==> src/shared/pwm_pkg.sv <==
// Package for the pwm channel period counter: widths, reset values, states.
// Assumes a single 250 MHz clock domain and software-side ports without a bus.
package pwm_pkg;
   localparam int CNT_W = 16;
   localparam logic [15:0] CNT_FIRST = 16'h0000;
   localparam logic [15:0] CNT_RESTART = 16'h0001;
   localparam logic [15:0] PERIOD_RST = 16'h0000;
   localparam logic [15:0] DUTY_RST = 16'h0000;
   localparam logic [15:0] ZERO_PERIOD = 16'h0000;
   localparam int CLK_MHZ = 250;

   // Counting direction for center-aligned mode
   typedef enum logic [1:0] {
      DIR_UP = 2'b01,
      DIR_DOWN = 2'b10
   } dir_t;
endpackage
==> src/shared/pwm_cnt_if.sv <==
// Interface between the channel control and its period counter.
// Assumes both ends run on the same clock.
`timescale 1ns/1ps
interface pwm_cnt_if;
   logic start;
   logic run;
   logic center;
   logic [15:0] period;
   logic [15:0] count;
   logic period_end;
   logic dir_down;
   modport ctrl (output start, output run, output center, output period,
      input count, input period_end, input dir_down);
   modport cnt (input start, input run, input center, input period,
      output count, output period_end, output dir_down);
endinterface

==> src/hw/pwm_channel_period_counter.sv <==
// Top of one pwm channel: enable/disable, period and duty, update path,
// status and event flag.
// Assumes software-side ports are driven from logic on clock_i.
//
// How it works
// - After each period ends the counter restarts at 0x0001, not 0x0000.
// - The first period after a start counts from 0x0000, one count longer.
// - Enabling a center-aligned channel raises the channel event at once.
// - A zero written through the period update register is never applied.
// - A disable before the period elapses keeps enabled-status at 1 for period+1 cycles, in either alignment.
`timescale 1ns/1ps
module pwm_channel_period_counter (
   input wire logic clock_i,
   input wire logic srst_i,
   input wire logic ce_i,
   input wire logic enable_i,
   input wire logic disable_i,
   input wire logic center_align_select_i,
   input wire logic period_wr_i,
   input wire logic [15:0] period_wdata_i,
   input wire logic update_wr_i,
   input wire logic [15:0] update_wdata_i,
   input wire logic [15:0] duty_i,
   input wire logic event_clr_i,
   output logic pwm_o,
   output logic channel_enabled_status_o,
   output logic event_o,
   output logic [15:0] period_value_o,
   output logic [15:0] count_o
);
   pwm_cnt_if cif ();

   logic run_reg;
   logic status_reg;
   logic lag_reg;
   logic start_reg;
   logic center_reg;
   logic [15:0] period_value_reg;
   logic [15:0] period_update_reg;
   logic upd_pend_reg;
   logic event_reg;
   logic pwm_reg;
   logic [15:0] count_reg;
   logic [15:0] lag_cnt_reg;
   logic [15:0] lag_cnt_next;

   // Enable taken only while stopped; shared by run, status and event logic
   function automatic logic start_hit(input logic en, input logic run);
      return en && !run;
   endfunction

   assign cif.start = start_reg;
   assign cif.run = run_reg;
   assign cif.center = center_reg;
   assign cif.period = period_value_reg;

   pwm_period_counter u_cnt (
      .clock_i(clock_i),
      .srst_i(srst_i),
      .ce_i(ce_i),
      .cif(cif)
   );

   // Run and start pulse; alignment is latched at enable time
   always_ff @(posedge clock_i) begin
      if (srst_i) begin
         run_reg <= 1'b0;
         start_reg <= 1'b0;
         center_reg <= 1'b0;
      end else if (ce_i) begin
         start_reg <= 1'b0;
         if (start_hit(enable_i, run_reg)) begin
            run_reg <= 1'b1;
            start_reg <= 1'b1;
            center_reg <= center_align_select_i;
         end else if (disable_i) begin
            run_reg <= 1'b0;
         end
      end
   end

   // Status lags a disable by period+1 cycles, in either alignment
   assign lag_cnt_next = lag_cnt_reg + 16'h0001;
   always_ff @(posedge clock_i) begin
      if (srst_i) begin
         status_reg <= 1'b0;
         lag_reg <= 1'b0;
         lag_cnt_reg <= pwm_pkg::CNT_FIRST;
      end else if (ce_i) begin
         if (start_hit(enable_i, run_reg)) begin
            status_reg <= 1'b1;
            lag_reg <= 1'b0;
         end else if (disable_i && run_reg) begin
            lag_reg <= 1'b1;
            lag_cnt_reg <= pwm_pkg::CNT_FIRST;
         end else if (lag_reg) begin
            // Counts period+1 cycles, the length of a full left-aligned first period
            if (lag_cnt_reg >= period_value_reg) begin
               lag_reg <= 1'b0;
               status_reg <= 1'b0;
            end else begin
               lag_cnt_reg <= lag_cnt_next;
            end
         end
      end
   end

   // Period register: direct writes apply at once, zero included
   always_ff @(posedge clock_i) begin
      if (srst_i) begin
         period_value_reg <= pwm_pkg::PERIOD_RST;
         period_update_reg <= pwm_pkg::PERIOD_RST;
         upd_pend_reg <= 1'b0;
      end else if (ce_i) begin
         if (period_wr_i) begin
            period_value_reg <= period_wdata_i;
            upd_pend_reg <= 1'b0;
         end else if (upd_pend_reg && (cif.period_end || !run_reg)) begin
            period_value_reg <= period_update_reg;
            upd_pend_reg <= 1'b0;
         end
         if (update_wr_i && update_wdata_i != pwm_pkg::ZERO_PERIOD) begin
            period_update_reg <= update_wdata_i;
            upd_pend_reg <= 1'b1;
         end
      end
   end

   // Sticky channel event; a new event wins over a clear
   always_ff @(posedge clock_i) begin
      if (srst_i) begin
         event_reg <= 1'b0;
      end else if (ce_i) begin
         if (cif.period_end || (start_hit(enable_i, run_reg) && center_align_select_i)) begin
            event_reg <= 1'b1;
         end else if (event_clr_i) begin
            event_reg <= 1'b0;
         end
      end
   end

   // Output waveform, registered; high while running and count below duty
   always_ff @(posedge clock_i) begin
      if (srst_i) begin
         pwm_reg <= 1'b0;
         count_reg <= pwm_pkg::CNT_FIRST;
      end else if (ce_i) begin
         pwm_reg <= run_reg && (cif.count < duty_i);
         count_reg <= cif.count;
      end
   end

   assign pwm_o = pwm_reg;
   assign channel_enabled_status_o = status_reg;
   assign event_o = event_reg;
   assign period_value_o = period_value_reg;
   assign count_o = count_reg;
endmodule

==> src/hw/pwm_period_counter.sv <==
// Period counter of one pwm channel, left or center aligned.
// Assumes the control side holds period stable except at period_end.
`timescale 1ns/1ps
module pwm_period_counter (
   input wire logic clock_i,
   input wire logic srst_i,
   input wire logic ce_i,
   pwm_cnt_if.cnt cif
);
   logic [15:0] count_reg;
   pwm_pkg::dir_t dir_reg;
   logic end_now;

   // Period ends at the top (left) or back at the restart value (center)
   always_comb begin
      // No end on the start edge: a stale count left by the last run is ignored
      if (!cif.run || cif.start) begin
         end_now = 1'b0;
      end else if (cif.center) begin
         end_now = (dir_reg == pwm_pkg::DIR_DOWN) && (count_reg <= pwm_pkg::CNT_RESTART);
      end else begin
         end_now = (count_reg >= cif.period);
      end
   end
   assign cif.period_end = end_now;
   assign cif.count = count_reg;
   assign cif.dir_down = (dir_reg == pwm_pkg::DIR_DOWN);

   // Counter; first period starts at zero, later ones at one
   always_ff @(posedge clock_i) begin
      if (srst_i) begin
         count_reg <= pwm_pkg::CNT_FIRST;
         dir_reg <= pwm_pkg::DIR_UP;
      end else if (ce_i) begin
         if (cif.start) begin
            count_reg <= pwm_pkg::CNT_FIRST;
            dir_reg <= pwm_pkg::DIR_UP;
         end else if (cif.run) begin
            if (end_now) begin
               count_reg <= pwm_pkg::CNT_RESTART;
               dir_reg <= pwm_pkg::DIR_UP;
            end else if (cif.center) begin
               case (dir_reg)
                  pwm_pkg::DIR_UP: begin
                     if (count_reg >= cif.period) begin
                        dir_reg <= pwm_pkg::DIR_DOWN;
                        // A zero period turns at zero instead of wrapping
                        if (count_reg != pwm_pkg::CNT_FIRST) begin
                           count_reg <= count_reg - 16'h0001;
                        end
                     end else begin
                        count_reg <= count_reg + 16'h0001;
                     end
                  end
                  pwm_pkg::DIR_DOWN: count_reg <= count_reg - 16'h0001;
                  default: dir_reg <= pwm_pkg::DIR_UP;
               endcase
            end else begin
               count_reg <= count_reg + 16'h0001;
            end
         end
      end
   end
endmodule

==> config.mk <==
export PLATFORM = sky130hd
export DESIGN_NAME = pwm_channel_period_counter
export DESIGN_NICKNAME = d
export VERILOG_FILES = /design/src/shared/pwm_pkg.sv /design/src/shared/pwm_cnt_if.sv /design/src/hw/pwm_channel_period_counter.sv /design/src/hw/pwm_period_counter.sv
export SDC_FILE = /design/constraint.sdc
export NUM_CORES = 1
export LEC_CHECK = 0
export BUFFER_PORTS_ARGS = -buffer_cell sky130_fd_sc_hd__buf_2
export CAP_MARGIN = 10
export CORE_MARGIN = 2
export CORE_UTILIZATION = 55
export DETAILED_ROUTE_END_ITERATION = 10
export GPL_TIMING_DRIVEN = 0
export PLACE_DENSITY = 0.78
export SYNTH_ARGS = -nofsm -noshare
export SYNTH_HDL_FRONTEND = slang
export SYNTH_SLANG_ARGS = --single-unit
==> constraint.sdc <==
create_clock -name clock_i -period 6.1 [get_ports clock_i]
set_input_delay 1.22 -clock clock_i [delete_from_list [all_inputs] [get_ports clock_i]]
set_output_delay 1.22 -clock clock_i [all_outputs]
set_load 0.01 [all_outputs]
==> flow_metrics.py <==
metrics = {
    "critical_path": {
        "path_cells": "inv_1 -> ha_1 -> nor2b_1 -> o21ai_0 -> a31o_2 -> a221o_1 -> nor3_1 -> clkbuf_1 -> nand2_1 -> a21o_1 -> o211ai_1",
        "max_stage_delay_ns": 0.59,
        "arrival_ns": 3.64,
        "end_kind": "flop",
        "worstPathRequired_ns": 6.41,
        "critPathSlowestCell": "dfxtp_1",
        "start_kind": "flop",
        "path_class": "flop to flop",
        "rr_worst_depth": 11,
        "cp_max_fo": 10,
    },
    "clock_tree": {
        "cts.sinks": 90,
        "cts_resized": 0,
        "hold_buffers": 0,
        "numCtsBuffers": 9,
        "cts_tree": "yes",
        "clk_latency_ns": 0.39,
        "clk_pin_slew_worst_paths_ns": 0.10,
        "cts_buffer_depth": 2,
        "cts_root_buffer": "clkbuf_8",
        "h-tree-depth": 3,
        "post_cts_buffers": 0,
    },
    "finish": {
        "regArea_um2": 1800,
        "post_route_cells_drive_above_1_share_pct": 16.8,
        "final_cell_mix": "buf_2, dfxtp_1, mux2i_1",
        "mostFrequentLayoutCell": "buf_2",
        "diodes": 0,
        "area_growth_pct": 14.4,
        "utilization_pct": 64.3,
        "multi_input_area_um2": 3680,
        "final_nets": 891,
        "fillers": 899,
    },
    "power_and_ir_drop": {
        "p_per_area_nw_per_um2": 204,
        "p_leak_uw": 0.00311,
        "peakVddDrop_mv": 0.170,
    },
    "global_routing": {
        "grt_overflow_total": 0,
        "grt_pass1_wl_um": 27400,
        "grt.total_usage_pct": 30.6,
        "grt_pass1_vias": 5452,
        "grt_max_degree": 19,
        "antenna_found_initial": 0,
    },
    "detailed_routing": {
        "routed_wl_um": 17100,
        "vias": 5613,
        "route.detailed.wl_per_inst_um": 18.5,
        "via_per_inst": 6.08,
        "ant_nets": 0,
        "drt_iter0_drc": 485,
        "drc": 0,
        "drt-pass1-iter-count": 5,
    },
    "yosys": {
        "synthCells": 681,
        "avgSynthCellArea_um2": 8.48,
        "synth_top_family_by_area": "simple AND/OR/NAND/NOR gates",
        "synthAdderAreaFrac_pct": 11.3,
        "synth_compound_area_share_pct": 20.5,
        "yosysUniqueCellTypes": 66,
        "async_reset_ff_share_pct": 0,
        "synth-seq-cells": 90,
        "synthXorXnorAreaFrac_pct": 0.758,
        "ys.flop_type": "dfxtp_1",
        "synth-seq-area-share_pct": 31.2,
        "synth.area.mux_share_pct": 9.75,
        "syn_area_um2": 5780,
        "synth-simple-area-share_pct": 21.4,
        "synth_fp_nets": 790,
        "ys_warn_count": 0,
        "synth_edf_count": 0,
    },
    "timing": {
        "setup_tns_ns": 0,
        "finalSetupViolations": 0,
        "hold_viol_final": 0,
        "max_slew.worst_pin.slew_ns": 0.940,
        "layout_min_cycle_time_ns": 3.33,
        "final.period_utilization_pct": 54.7,
        "clock.fmax_mhz": 300,
        "fin_skew_ns": 0.0129,
        "finalMaxSlewViolations": 0,
        "max_slew_margin_pct": 36.5,
        "rsz0062_at_grt": "no",
    },
    "floorplanning": {
        "initial_core_util_pct": 56.2,
        "die_x_um": 106,
        "placementRows": 37,
        "design.die.area_um2": 11300,
        "ioPinCount": 92,
        "core-area_um2": 10300,
        "die_h_um": 106,
    },
    "status": {
        "status": "finished clean",
    },
    "placement": {
        "dp_hpwl_um": 13100,
        "numPortBuffers": 90,
        "gp_congestion": 0.958,
    },
    "hold_path": {
        "whs_path_depth": 2,
        "hp-class": "flop to flop",
    },
    "flow_run": {
        "maxCapViolCount": 0,
    },
}
==> kinds of logic after synthesis <==
family,Yosys count
adder cells (fa/ha/maj),52
buffers and inverters,74
AO/OA/AOI/OAI,165
AND/OR/NAND/NOR,239
multiplexers,56
XOR/XNOR,5
flip-flops,90
==> synthesized netlist by cell type, types with 5 or more instances <==
master,n,area [um2]
o31ai_1,5,37.5
mux2i_1,54,541
nor2_1,53,199
and2_1,6,37.5
and3_1,8,50.1
a31oi_1,7,43.8
nand4_1,15,93.8
a211oi_1,20,150
o22ai_1,15,93.8
a21oi_1,37,185
o21ai_0,15,75.1
nand2b_1,32,200
nor4_1,7,43.8
inv_1,42,158
or3_1,15,93.8
nand3_1,25,125
a21o_1,15,113
ha_1,52,651
o211ai_1,8,60.1
clkbuf_1,22,82.6
nand2_1,52,195
nor3_1,5,25.0
dfxtp_1,90,1800
nor2b_1,7,43.8
==> metrics by stage <==
step / worst slack (ns) / power (uW) / hold slack [ns] / cells / cell area [um2]
after floorplan: 3.31 / 810 / 0.445 / 681 / 5780
after global placement: 2.81 / 891 / 0.455 / 907 / 6400
after detailed placement: 2.69 / 899 / 0.466 / 907 / 6400
after CTS: 2.85 / 1350 / 0.481 / 923 / 6610
after global routing: 2.59 / 1400 / 0.522 / 923 / 6610
final: 2.77 / 1350 / 0.483 / 923 / 6610
==> critical path, delay by kind of cell (launching register included) <==
kind	cells	cell delay, ns
compound gates	5	1.07
buf+inv	2	0.69
flops	1	0.59
simple gates	3	0.59
fa+ha+maj	1	0.33
==> layer usage <==
metal	wire, um	part of all wire [%]	track usage, %	vias to the layer above
met5	0	0	0	-
met4	606	3.6	13.5	0
met3	1160	6.8	5.95	53
li1	-	-	-	2687
met2	7740	45	47.9	222
met1	7540	44	41.0	2651
==> worst paths after layout <==
kind	from	endpoint	slack, ns
max	u_cnt.cif.count[0]	u_cnt.cif.count[11]	2.77
min	period_update_reg[1]	period_update_reg[1]	0.48
max reg2reg	u_cnt.cif.count[0]	u_cnt.cif.count[11]	2.77
min reg2reg	period_update_reg[1]	period_update_reg[1]	0.48
==> power breakdown <==
group | total (uW) | switching, uW | internal [uW] | leakage [uW]
Clock | 455 | 253 | 202 | 0.000110
Combinational | 258 | 155 | 103 | 0.00227
Sequential | 634 | 26.2 | 607 | 0.000732
==> final cells by class <==
cell class | count | area share, %
plain buffers | 31 | 2.01
well taps | 136 | 2.57
clock buffers | 9 | 1.87
clock inverters | 7 | 1.36
repair buffers | 90 | 6.81
inverters | 43 | 2.44
multi-input cells | 517 | 55.7
flip-flops and latches | 90 | 27.3
Power figures use the tool's default switching activity.
